==> config.mk <==
export PLATFORM = sky130hd
export DESIGN_NAME = flash_host_ctrl
export DESIGN_NICKNAME = d
export VERILOG_FILES = /design/src/pkg/flash_host_pkg.sv /design/src/hdl/flash_host_ctrl.sv /design/src/hdl/flash_bus_cycle.sv
export SDC_FILE = /design/constraint.sdc
export NUM_CORES = 2
export LEC_CHECK = 0
export BUFFER_PORTS_ARGS = -buffer_cell sky130_fd_sc_hd__clkbuf_2
export CORE_ASPECT_RATIO = 2
export CORE_MARGIN = 1
export CORE_UTILIZATION = 38
export DETAILED_ROUTE_END_ITERATION = 10
export PLACE_DENSITY = 0.6
export SYNTH_ARGS = -nofsm -noshare
export SYNTH_HDL_FRONTEND = slang
export SYNTH_SLANG_ARGS = --single-unit
==> constraint.sdc <==
create_clock -name i_clock -period 5.9 [get_ports i_clock]
set_clock_uncertainty 0.05 [all_clocks]
set_input_delay 0.59 -clock i_clock [delete_from_list [all_inputs] [get_ports i_clock]]
set_output_delay 0.59 -clock i_clock [all_outputs]
set_load 0.1 [all_outputs]
==> src/pkg/flash_host_pkg.sv <==
// constants for the page flash host controller: register map, command
// tables and timing counts; assumes a 40 MHz system clock
package flash_host_pkg;

	// clock and widths
	localparam int unsigned CLOCK_MHZ    = 40;
	localparam int unsigned ADDR_W       = 17;
	localparam int unsigned DATA_W       = 8;
	localparam int unsigned PAGE_BYTES   = 128;
	localparam int unsigned OFFSET_W     = 7;
	localparam int unsigned REG_ADDR_W   = 8;
	localparam int unsigned REG_DATA_W   = 32;

	// register offsets of the software port
	localparam logic [7:0] REG_CTRL   = 8'h00;
	localparam logic [7:0] REG_ADDR   = 8'h04;
	localparam logic [7:0] REG_BUF    = 8'h08;
	localparam logic [7:0] REG_STATUS = 8'h0C;
	localparam logic [7:0] REG_RDATA  = 8'h10;

	// control word fields
	localparam int unsigned CTRL_OP_LSB     = 0;
	localparam int unsigned CTRL_OP_W       = 3;
	localparam int unsigned CTRL_UNLOCK_BIT = 4;
	localparam int unsigned CTRL_HV_BIT     = 5;
	localparam int unsigned CTRL_CLEAR_BIT  = 6;

	// buffer word fields
	localparam int unsigned BUF_DATA_LSB   = 0;
	localparam int unsigned BUF_OFFSET_LSB = 8;

	// status word fields
	localparam int unsigned STAT_BUSY_BIT    = 0;
	localparam int unsigned STAT_TIMEOUT_BIT = 1;
	localparam int unsigned STAT_HV_BIT      = 2;
	localparam int unsigned STAT_POLL_BIT    = 3;
	localparam int unsigned STAT_UNLOCK_BIT  = 4;

	// operation codes written to the control word
	localparam logic [2:0] OP_NONE      = 3'h0;
	localparam logic [2:0] OP_READ      = 3'h1;
	localparam logic [2:0] OP_PROGRAM   = 3'h2;
	localparam logic [2:0] OP_ERASE     = 3'h3;
	localparam logic [2:0] OP_ID_ENTER  = 3'h4;
	localparam logic [2:0] OP_ID_EXIT   = 3'h5;
	localparam logic [2:0] OP_UNPROTECT = 3'h6;

	// command addresses and data bytes
	localparam logic [16:0] CMD_ADDR_A   = 17'h05555;
	localparam logic [16:0] CMD_ADDR_B   = 17'h02AAA;
	localparam logic [7:0]  CMD_FIRST    = 8'hAA;
	localparam logic [7:0]  CMD_SECOND   = 8'h55;
	localparam logic [7:0]  CMD_PROTECT  = 8'hA0;
	localparam logic [7:0]  CMD_EXTEND   = 8'h80;
	localparam logic [7:0]  CMD_DISABLE  = 8'h20;
	localparam logic [7:0]  CMD_ERASE    = 8'h10;
	localparam logic [7:0]  CMD_ID_ENTER = 8'h60;
	localparam logic [7:0]  CMD_ID_EXIT  = 8'hF0;
	localparam logic [7:0]  ERASED_BYTE  = 8'hFF;
	localparam logic [3:0]  LEN_SHORT    = 4'h3;
	localparam logic [3:0]  LEN_LONG     = 4'h6;

	// timing in printed units and in cycles
	localparam int unsigned STROBE_NS          = 100;
	localparam int unsigned STROBE_CYC         = (STROBE_NS * CLOCK_MHZ + 999) / 1000;
	localparam int unsigned BYTE_LOAD_WINDOW_US = 200;
	localparam int unsigned BYTE_LOAD_WINDOW_CYC = BYTE_LOAD_WINDOW_US * CLOCK_MHZ;
	localparam int unsigned LOAD_TIMEOUT_US    = 300;
	localparam int unsigned LOAD_TIMEOUT_CYC   = LOAD_TIMEOUT_US * CLOCK_MHZ;
	localparam int unsigned ID_PAUSE_US        = 10;
	localparam int unsigned ID_PAUSE_CYC       = ID_PAUSE_US * CLOCK_MHZ;
	localparam int unsigned ERASE_MS           = 50;
	localparam int unsigned ERASE_CYC          = ERASE_MS * 1000 * CLOCK_MHZ;

	// sequencer states
	typedef enum logic [2:0] {
		SEQ_IDLE, SEQ_CMD, SEQ_LOAD, SEQ_READ, SEQ_SETTLE, SEQ_POLL
	} seq_state_t;

	// single bus cycle phases
	typedef enum logic [1:0] {
		CYC_IDLE, CYC_SETUP, CYC_STROBE, CYC_HOLD
	} cyc_state_t;

endpackage

==> src/hdl/flash_host_ctrl.sv <==
// host controller for a byte-wide page programmed flash
// assumes a synchronous register port and flash pins sampled on i_clock
`timescale 1ns/1ps
module flash_host_ctrl #(
	parameter int unsigned LOAD_TIMEOUT = flash_host_pkg::LOAD_TIMEOUT_CYC,
	parameter int unsigned POLL_LIMIT   = flash_host_pkg::ERASE_CYC
) (
	// clock and reset
	input  wire logic                                 i_clock,
	input  wire logic                                 i_reset_n,
	// software register port
	input  wire logic [flash_host_pkg::REG_ADDR_W-1:0] i_reg_addr,
	input  wire logic [flash_host_pkg::REG_DATA_W-1:0] i_reg_wdata,
	input  wire logic                                 i_reg_write,
	input  wire logic                                 i_reg_read,
	output logic [flash_host_pkg::REG_DATA_W-1:0]      o_reg_rdata,
	// flash pins
	output logic [flash_host_pkg::ADDR_W-1:0]          o_address_lines,
	input  wire logic [flash_host_pkg::DATA_W-1:0]     i_data_lines,
	output logic [flash_host_pkg::DATA_W-1:0]          o_data_lines,
	output logic                                      o_data_lines_oe_n,
	output logic                                      o_device_select_n,
	output logic                                      o_output_gate_n,
	output logic                                      o_write_strobe_n,
	output logic                                      o_id_high_voltage
);
	import flash_host_pkg::*;

	if (LOAD_TIMEOUT < LOAD_TIMEOUT_CYC / 1000 + 1 || POLL_LIMIT < 2) begin : g_bad_counts
		$error("flash_host_ctrl: count parameters too small");
	end

	// page buffer and its loaded marks
	logic [DATA_W-1:0]     page_buf [PAGE_BYTES];
	logic [PAGE_BYTES-1:0] loaded;

	// registers
	seq_state_t          state;
	logic [2:0]          op;
	logic                unlock;
	logic                high_voltage;
	logic [ADDR_W-1:0]   addr;
	logic                busy;
	logic                timeout_err;
	logic                poll_ok;
	logic [DATA_W-1:0]   read_data;
	logic [3:0]          step;
	logic [OFFSET_W:0]   scan;
	logic [31:0]         wait_count;
	logic                cyc_pending;
	logic                poll_second;
	logic                last_toggle;
	logic [ADDR_W-1:0]   last_addr;
	logic [DATA_W-1:0]   last_data;

	// bus cycle request
	logic                cyc_start;
	logic                cyc_write;
	logic [ADDR_W-1:0]   cyc_addr;
	logic [DATA_W-1:0]   cyc_data;
	logic                cyc_done;
	logic [DATA_W-1:0]   cyc_rdata;

	// decoded strobes
	logic ctrl_write;
	logic buf_write;
	logic addr_write;
	logic [2:0] new_op;
	logic [OFFSET_W-1:0] buf_offset;

	assign ctrl_write = i_reg_write && i_reg_addr == REG_CTRL;
	assign buf_write  = i_reg_write && i_reg_addr == REG_BUF;
	assign addr_write = i_reg_write && i_reg_addr == REG_ADDR;
	assign new_op     = i_reg_wdata[CTRL_OP_LSB +: CTRL_OP_W];
	assign buf_offset = i_reg_wdata[BUF_OFFSET_LSB +: OFFSET_W];

	// command table lookups
	function automatic logic [3:0] cmd_len(input logic [2:0] f_op, input logic f_unlock);
		case (f_op)
			OP_PROGRAM:  cmd_len = f_unlock ? LEN_SHORT : 4'h0;
			OP_ID_EXIT:  cmd_len = LEN_SHORT;
			OP_ERASE,
			OP_ID_ENTER,
			OP_UNPROTECT: cmd_len = LEN_LONG;
			default:     cmd_len = 4'h0;
		endcase
	endfunction

	function automatic logic [ADDR_W-1:0] cmd_addr(input logic [3:0] f_step);
		// second and fifth bytes go to the second address; low 15 bits matter
		cmd_addr = (f_step == 4'h1 || f_step == 4'h4) ? CMD_ADDR_B : CMD_ADDR_A;
	endfunction

	function automatic logic [DATA_W-1:0] cmd_data(input logic [2:0] f_op, input logic [3:0] f_step);
		case (f_step)
			4'h0, 4'h3: cmd_data = CMD_FIRST;
			4'h1, 4'h4: cmd_data = CMD_SECOND;
			4'h2: begin
				case (f_op)
					OP_PROGRAM: cmd_data = CMD_PROTECT;
					OP_ID_EXIT: cmd_data = CMD_ID_EXIT;
					default:    cmd_data = CMD_EXTEND;
				endcase
			end
			default: begin
				case (f_op)
					OP_ERASE:    cmd_data = CMD_ERASE;
					OP_ID_ENTER: cmd_data = CMD_ID_ENTER;
					default:     cmd_data = CMD_DISABLE;
				endcase
			end
		endcase
	endfunction

	// request to the bus cycle engine for the current state
	always_comb begin
		cyc_start = 1'b0;
		cyc_write = 1'b1;
		cyc_addr  = cmd_addr(step);
		cyc_data  = cmd_data(op, step);
		case (state)
			SEQ_CMD: begin
				cyc_start = !cyc_pending && step != cmd_len(op, unlock);
			end
			SEQ_LOAD: begin
				// page from the address register, byte from the scan
				cyc_start = !cyc_pending && !scan[OFFSET_W] && loaded[scan[OFFSET_W-1:0]];
				cyc_addr  = {addr[ADDR_W-1:OFFSET_W], scan[OFFSET_W-1:0]};
				cyc_data  = page_buf[scan[OFFSET_W-1:0]];
			end
			SEQ_READ, SEQ_POLL: begin
				cyc_start = !cyc_pending;
				cyc_write = 1'b0;
				cyc_addr  = (state == SEQ_POLL) ? last_addr : addr;
				cyc_data  = ERASED_BYTE;
			end
			default: cyc_start = 1'b0;
		endcase
	end

	// page buffer fill from software, any offset in any order
	always_ff @(posedge i_clock or negedge i_reset_n) begin
		if (!i_reset_n) begin
			loaded <= '0;
		end else if (buf_write && !busy) begin
			loaded[buf_offset] <= 1'b1;
		end else if ((ctrl_write && !busy && i_reg_wdata[CTRL_CLEAR_BIT])
			     || (state == SEQ_LOAD && scan[OFFSET_W])) begin
			loaded <= '0;
		end
	end

	// buffer storage needs no reset: only marked bytes are ever sent
	always_ff @(posedge i_clock) begin
		if (buf_write && !busy) begin
			page_buf[buf_offset] <= i_reg_wdata[BUF_DATA_LSB +: DATA_W];
		end
	end

	// software settings
	always_ff @(posedge i_clock or negedge i_reset_n) begin
		if (!i_reset_n) begin
			addr         <= '0;
			unlock       <= 1'b1;
			high_voltage <= 1'b0;
		end else if (!busy) begin
			if (addr_write) begin
				addr <= i_reg_wdata[ADDR_W-1:0];
			end
			if (ctrl_write) begin
				unlock       <= i_reg_wdata[CTRL_UNLOCK_BIT];
				high_voltage <= i_reg_wdata[CTRL_HV_BIT];
			end
		end
	end

	// raised identification voltage follows the HV control bit, which can only change while no operation runs
	assign o_id_high_voltage = high_voltage;

	// operation sequencer
	always_ff @(posedge i_clock or negedge i_reset_n) begin
		if (!i_reset_n) begin
			state       <= SEQ_IDLE;
			op          <= OP_NONE;
			busy        <= 1'b0;
			step        <= 4'h0;
			scan        <= '0;
			wait_count  <= 32'h0;
			cyc_pending <= 1'b0;
			poll_second <= 1'b0;
			timeout_err <= 1'b0;
			poll_ok     <= 1'b0;
			last_toggle <= 1'b0;
			read_data   <= '0;
			last_addr   <= '0;
			last_data   <= '0;
		end else begin
			if (cyc_start) begin
				cyc_pending <= 1'b1;
			end else if (cyc_done) begin
				cyc_pending <= 1'b0;
			end
			case (state)
				SEQ_IDLE: begin
					// new orders only once the device is idle again
					if (ctrl_write && new_op != OP_NONE && new_op <= OP_UNPROTECT) begin
						op          <= new_op;
						busy        <= 1'b1;
						step        <= 4'h0;
						scan        <= '0;
						wait_count  <= 32'h0;
						timeout_err <= 1'b0;
						poll_second <= 1'b0;
						state       <= (new_op == OP_READ) ? SEQ_READ : SEQ_CMD;
					end
				end
				SEQ_CMD: begin
					if (cyc_done) begin
						step <= step + 4'h1;
					end else if (!cyc_pending && step == cmd_len(op, unlock)) begin
						if (op == OP_PROGRAM) begin
							state <= SEQ_LOAD;
						end else if (op == OP_ID_ENTER || op == OP_ID_EXIT) begin
							wait_count <= ID_PAUSE_CYC;
							state      <= SEQ_SETTLE;
						end else begin
							// erase and disable run self-timed, then poll
							last_addr  <= '0;
							wait_count <= 32'h0;
							state      <= SEQ_POLL;
						end
					end
				end
				SEQ_LOAD: begin
					// bytes go out back to back, far inside the load window
					if (cyc_done) begin
						last_addr <= cyc_addr;
						last_data <= cyc_data;
						scan      <= scan + 1'b1;
					end else if (!cyc_pending && !scan[OFFSET_W]
						     && !loaded[scan[OFFSET_W-1:0]]) begin
						scan <= scan + 1'b1;
					end else if (!cyc_pending && scan[OFFSET_W]) begin
						// quiet bus lets the device close the page itself
						wait_count <= LOAD_TIMEOUT;
						state      <= SEQ_SETTLE;
					end
				end
				SEQ_SETTLE: begin
					if (wait_count != 32'h0) begin
						wait_count <= wait_count - 32'h1;
					end else if (op == OP_PROGRAM) begin
						state <= SEQ_POLL;
					end else begin
						busy  <= 1'b0;
						state <= SEQ_IDLE;
					end
				end
				SEQ_READ: begin
					if (cyc_done) begin
						read_data <= cyc_rdata;
						busy      <= 1'b0;
						state     <= SEQ_IDLE;
					end
				end
				SEQ_POLL: begin
					// two reads in a row agreeing on the toggle bit: done
					if (cyc_done) begin
						last_toggle <= cyc_rdata[6];
						poll_second <= 1'b1;
						read_data   <= cyc_rdata;
						wait_count  <= wait_count + 32'h1;
						if (poll_second && cyc_rdata[6] == last_toggle) begin
							poll_ok <= cyc_rdata[7] == last_data[7];
							busy    <= 1'b0;
							state   <= SEQ_IDLE;
						end else if (wait_count == 32'(POLL_LIMIT - 1)) begin
							timeout_err <= 1'b1;
							busy        <= 1'b0;
							state       <= SEQ_IDLE;
						end
					end
					// wait_count counts finished polls so a stuck device cannot hang us
				end
				default: state <= SEQ_IDLE;
			endcase
		end
	end

	// register read port, answer in the following cycle
	always_ff @(posedge i_clock or negedge i_reset_n) begin
		if (!i_reset_n) begin
			o_reg_rdata <= '0;
		end else if (i_reg_read) begin
			case (i_reg_addr)
				REG_CTRL: begin
					o_reg_rdata <= 32'({high_voltage, unlock, 1'b0, op});
				end
				REG_ADDR:   o_reg_rdata <= 32'(addr);
				REG_STATUS: begin
					o_reg_rdata <= 32'({unlock, poll_ok, high_voltage, timeout_err, busy});
				end
				REG_RDATA:  o_reg_rdata <= 32'(read_data);
				default:    o_reg_rdata <= 32'h0;
			endcase
		end else begin
			o_reg_rdata <= 32'h0;
		end
	end

	// single bus cycles on the flash pins; one at a time keeps gate and
	// strobe from ever being low together
	flash_bus_cycle #(
		.PULSE_CYC (STROBE_CYC)
	) u_cycle (
		.i_clock           (i_clock),
		.i_reset_n         (i_reset_n),
		.i_start           (cyc_start),
		.i_write           (cyc_write),
		.i_addr            (cyc_addr),
		.i_data            (cyc_data),
		.o_done            (cyc_done),
		.o_rdata           (cyc_rdata),
		.o_address_lines   (o_address_lines),
		.i_data_lines      (i_data_lines),
		.o_data_lines      (o_data_lines),
		.o_data_lines_oe_n (o_data_lines_oe_n),
		.o_device_select_n (o_device_select_n),
		.o_output_gate_n   (o_output_gate_n),
		.o_write_strobe_n  (o_write_strobe_n)
	);

endmodule

==> src/hdl/flash_bus_cycle.sv <==
// one asynchronous read or write cycle on the flash pins
// assumes start is only raised while o_done has finished the previous cycle
`timescale 1ns/1ps
module flash_bus_cycle #(
	parameter int unsigned PULSE_CYC = flash_host_pkg::STROBE_CYC
) (
	// clock and reset
	input  wire logic                             i_clock,
	input  wire logic                             i_reset_n,
	// request
	input  wire logic                             i_start,
	input  wire logic                             i_write,
	input  wire logic [flash_host_pkg::ADDR_W-1:0] i_addr,
	input  wire logic [flash_host_pkg::DATA_W-1:0] i_data,
	output logic                                  o_done,
	output logic [flash_host_pkg::DATA_W-1:0]      o_rdata,
	// flash pins
	output logic [flash_host_pkg::ADDR_W-1:0]      o_address_lines,
	input  wire logic [flash_host_pkg::DATA_W-1:0] i_data_lines,
	output logic [flash_host_pkg::DATA_W-1:0]      o_data_lines,
	output logic                                  o_data_lines_oe_n,
	output logic                                  o_device_select_n,
	output logic                                  o_output_gate_n,
	output logic                                  o_write_strobe_n
);
	import flash_host_pkg::*;

	if (PULSE_CYC < 1 || PULSE_CYC > 255) begin : g_bad_pulse
		$error("flash_bus_cycle: PULSE_CYC out of range");
	end

	cyc_state_t state;
	logic [7:0] count;
	logic       is_write;

	// phase sequencing: select low first, then the strobe, then all high
	always_ff @(posedge i_clock or negedge i_reset_n) begin
		if (!i_reset_n) begin
			state             <= CYC_IDLE;
			count             <= 8'h00;
			is_write          <= 1'b0;
			o_done            <= 1'b0;
			o_device_select_n <= 1'b1;
			o_output_gate_n   <= 1'b1;
			o_write_strobe_n  <= 1'b1;
			o_data_lines_oe_n <= 1'b1;
		end else begin
			o_done <= 1'b0;
			case (state)
				CYC_IDLE: begin
					if (i_start) begin
						is_write          <= i_write;
						o_device_select_n <= 1'b0;
						o_data_lines_oe_n <= ~i_write;
						state             <= CYC_SETUP;
					end
				end
				CYC_SETUP: begin
					// gate stays high for writes and strobe stays high for reads
					o_write_strobe_n <= ~is_write;
					o_output_gate_n  <= is_write;
					count            <= 8'(PULSE_CYC - 1);
					state            <= CYC_STROBE;
				end
				CYC_STROBE: begin
					// pulse of several cycles, far above the glitch filter
					if (count == 8'h00) begin
						o_write_strobe_n  <= 1'b1;
						o_output_gate_n   <= 1'b1;
						o_device_select_n <= 1'b1;
						state             <= CYC_HOLD;
					end else begin
						count <= count - 8'h01;
					end
				end
				CYC_HOLD: begin
					// data still driven one cycle past the rising edges
					o_data_lines_oe_n <= 1'b1;
					o_done            <= 1'b1;
					state             <= CYC_IDLE;
				end
				default: state <= CYC_IDLE;
			endcase
		end
	end

	// address and data registered as select falls, held stable from before the strobe or gate falls
	always_ff @(posedge i_clock or negedge i_reset_n) begin
		if (!i_reset_n) begin
			o_address_lines <= '0;
			o_data_lines    <= '0;
		end else if (state == CYC_IDLE && i_start) begin
			o_address_lines <= i_addr;
			o_data_lines    <= i_data;
		end
	end

	// read data sampled while gate and select are still low
	always_ff @(posedge i_clock or negedge i_reset_n) begin
		if (!i_reset_n) begin
			o_rdata <= '0;
		end else if (state == CYC_STROBE && count == 8'h00 && !is_write) begin
			o_rdata <= i_data_lines;
		end
	end

endmodule

==> out/qor.json <==
{
  "power.ir.vdd_worst": {"value": 0.000348, "unit": "V"},
  "syn-mean-instance-area": {"value": 17.3, "unit": "um^2"},
  "timing.critical_path.fanout_max": {"value": 18},
  "port_buffers": {"value": 83},
  "post-cts-setup-buffers": {"value": 0},
  "clock-sinks": {"value": 1319},
  "chipHeight": {"value": 537, "unit": "um"},
  "post-route-period-util": {"value": 85.1, "unit": "%"},
  "routed_wl": {"value": 139, "unit": "mm"},
  "power_leakage": {"value": 20.9, "unit": "nW"},
  "grt_max_degree": {"value": 141},
  "clkTransAtPathRegs": {"value": 70, "unit": "ps"},
  "timing.critical_path.to_type": {"value": "register"},
  "number_of_pins_with_negative_max_slew_slack_in_the_final_report": {"value": 0},
  "power_density": {"value": 404, "unit": "nW/um^2"},
  "hp-start": {"value": "i_data_lines[2]"},
  "detail-route-antenna-nets": {"value": 0},
  "start_util": {"value": 38.2, "unit": "%"},
  "synth.yosys.seq_area_share": {"value": 70.1, "unit": "%"},
  "layout_commonest_cell": {"value": "edfxtp_1"},
  "critical_path.reg2reg.endpoint": {"value": "wait_count[31]"},
  "slowest_stage": {"value": "a2111oi_0"},
  "period_minus_slack": {"value": 5020, "unit": "ps"},
  "grtUsageMet3": {"value": 1.90, "unit": "%"},
  "ioPinCount": {"value": 114},
  "gr-max-usage-layer": {"value": "met2"},
  "cts_tree": {"value": "done"},
  "dr.pass1.iters": {"value": 5},
  "hpwlAfterDp": {"value": 95.4, "unit": "mm"},
  "globalplace.congestion": {"value": 0.876},
  "hold_viol_final": {"value": 0},
  "min_path_type": {"value": "input pin to register"},
  "timing.max_slew.rel_slack": {"value": 26.4, "unit": "%"},
  "flop_and_latch_count_out_of_synthesis": {"value": 1319},
  "synth_edf_count": {"value": 1024},
  "grt_pass1_vias": {"value": 30468},
  "worst_skew_pair.late_latency": {"value": 730, "unit": "ps"},
  "fraction_of_final_layout_cells_sized_beyond_drive_strength_1": {"value": 24.2, "unit": "%"},
  "cts_made_buffers": {"value": 105},
  "synth_cells": {"value": 3140},
  "num_vias": {"value": 28963},
  "critical_path.reg2reg.startpoint": {"value": "state[0]"},
  "share_of_flip_flops_with_an_asynchronous_set_or_reset_after_synthesis": {"value": 22.4, "unit": "%"},
  "grt.overflow.total": {"value": 0},
  "slowest_delay": {"value": 870, "unit": "ps"},
  "grt_util_met2": {"value": 37.5, "unit": "%"},
  "drt_iter0_markers": {"value": 2139},
  "design.final.nets": {"value": 3413},
  "regToRegSetupSlack": {"value": 880, "unit": "ps"},
  "status": {"value": "finished clean"},
  "initial_antenna_violation_count": {"value": 2},
  "mostFrequentLayoutCells": {"value": "edfxtp_1 (1,024), nor2_1 (420), mux4_2 (344), dfrtp_1 (286), buf_4 (142)"},
  "drc_errors": {"value": 0},
  "unrepaired_setup_endpoints_after_global_routing": {"value": "false"},
  "report.final.setup_viol": {"value": 0},
  "cts_max_path_buffers": {"value": 3},
  "worstRegToRegCells": {"value": 14},
  "hold-path-cell-count": {"value": 2},
  "worst_pin_slew": {"value": 1100, "unit": "ps"},
  "grt_use_total": {"value": 19.3, "unit": "%"},
  "start_kind": {"value": "register"},
  "fmax": {"value": 0.199, "unit": "GHz"},
  "die_area": {"value": 145000, "unit": "um^2"},
  "postSynth.topFlopCell": {"value": "edfxtp_1"},
  "critPathArrivalTime": {"value": 5600, "unit": "ps"},
  "avgViaCountPerCell": {"value": 5.48},
  "clock_tree.htree_level_count": {"value": 3},
  "syn-cell-area": {"value": 54400, "unit": "um^2"},
  "grt_first_pass_wirelength": {"value": 205, "unit": "mm"},
  "hold-worst-slack": {"value": 76.1, "unit": "ps"},
  "routedWlPerCell": {"value": 26.3, "unit": "um"},
  "critical_path_class": {"value": "register to register"},
  "max_cap_violations": {"value": 0},
  "floorplan.rows": {"value": 196},
  "coreArea": {"value": 142000, "unit": "um^2"},
  "root_buf_cell": {"value": "clkbuf_16"},
  "hold_path_end": {"value": "u_cycle.o_rdata[2]"},
  "layout-area-overhead-vs-synth": {"value": 12.5, "unit": "%"},
  "setup-tns-final": {"value": 0, "unit": "ps"},
  "die_width": {"value": 270, "unit": "um"},
  "use_met1": {"value": 19.9, "unit": "%"},
  "timing.critical_path.required": {"value": 6470, "unit": "ps"},
  "crit_chain": {"value": "clkinv_1 > nor2_1 > buf_4 > inv_1 > buf_4 > ha_1 > and3_1 > a221o_1 > a221o_1 > a2111oi_0 > nor2_1 > o21a_1 > a2111o_1 > a22oi_1"},
  "yosysWarningCount": {"value": 0},
  "yosys.cell_types.count": {"value": 72}
}
[registers in the layout, indices dropped and copies added, names as in the netlist, 17 cells and up]
signal                   flops
page_buf                  1024
loaded                     128
addr                        17
last_addr                   17
o_reg_rdata                 17
u_cycle.o_address_lines     17
wait_count                  32
[metrics by stage]
stage | instance area [um^2] | util, % | setup slack, ps | instances | power [mW]
after floorplan | 54400 | - | 1500 | 3154 | 15.5
final | 61200 | 43.0 | 878 | 5285 | 24.7
after global placement | 57600 | 40.5 | 1070 | 5086 | 17.6
after detailed placement | 57600 | 40.5 | 1020 | 5086 | 17.7
after CTS | 61200 | 43.0 | 994 | 5284 | 24.9
after global routing | 61200 | 43.0 | 731 | 5285 | 25.6
[worst max-delay path: cells and delay by family (launching register included)]
family / cells / cell delay, ps
AOI/OAI and AO/OA: 6 / 2540
DFF: 1 / 350
buffers and inverters: 4 / 970
adders and majority gates: 1 / 370
and+or+nand+nor: 3 / 640
[logic make-up (layout without fill, tap and decap cells)]
group / count (synthesis) / after routing / synth area share (%)
flip-flops: 1319 / 1319 / 70.1
AND/OR/NAND/NOR: 720 / 720 / 5.70
other: 1 / 16 / 0.00689
multiplexers: 464 / 464 / 16.6
AO/OA/AOI/OAI: 329 / 329 / 3.96
buffers and inverters: 219 / 468 / 1.85
XOR/XNOR: 40 / 40 / 0.644
adder cells (fa/ha/maj): 48 / 48 / 1.12
[metal layers]
| layer | share of wire [%] | wire length, um | up-vias |
|---|---|---|---|
| met4 | 6.4 | 8890 | 0 |
| met1 | 33 | 46300 | 15170 |
| met3 | 3.7 | 5170 | 295 |
| met2 | 57 | 78800 | 859 |
| li1 | - | - | 12639 |
| met5 | 0 | 0 | - |
[synthesized netlist by cell type (all sizes together) (12+ instances only)]
master | n | area share [%]
a221oi | 13 | 0.21
nand2b | 13 | 0.15
nor2b | 19 | 0.22
edfxtp | 1024 | 57
nand2 | 118 | 0.81
a21oi | 63 | 0.58
xnor2 | 21 | 0.34
and3 | 14 | 0.16
o31ai | 12 | 0.17
clkbuf | 104 | 0.72
a21o | 12 | 0.17
ha | 47 | 1.1
buf | 71 | 0.83
nand4 | 13 | 0.15
nor3 | 17 | 0.16
nand3 | 54 | 0.50
xor2 | 19 | 0.31
mux4 | 344 | 14
a31oi | 17 | 0.20
mux2 | 66 | 1.4
nor2 | 422 | 2.9
o22a | 19 | 0.31
dfrtp | 290 | 13
mux2i | 54 | 0.99
o21ai | 99 | 0.91
inv | 43 | 0.30
[where the power goes]
| group | internal [mW] | switching, mW |
|---|---|---|
| sequential | 10.3 | 0.380 |
| combinational | 2.64 | 4.09 |
| clock | 3.90 | 3.39 |
[worst max-delay path by stage]
stage,start,endpoint,slack (ps),cells after the start
floorplan,state[1],wait_count[31],1500,13
global placement,state[0],wait_count[31],1070,14
detailed placement,state[0],wait_count[31],1020,14
CTS,state[0],wait_count[31],990,14
global route,state[0],wait_count[31],730,14
finish,state[0],wait_count[31],880,14
[layout make-up]
cell class,count,area [um^2]
fill,12496,81100
sequential,1319,38200
multi-input combinational,1616,15300
clock buffer,131,2800
tap,1881,2350
timing repair buffer,227,1640
clock inverter,66,739
inverter,44,165
antenna,1,2.50
[repair_timing]
action,4_1_cts,5_1_grt
resized for setup,0,0
hold endpoints to repair,96,0
hold buffers,1,0
No activity file was read; power rests on OpenSTA's default activity.
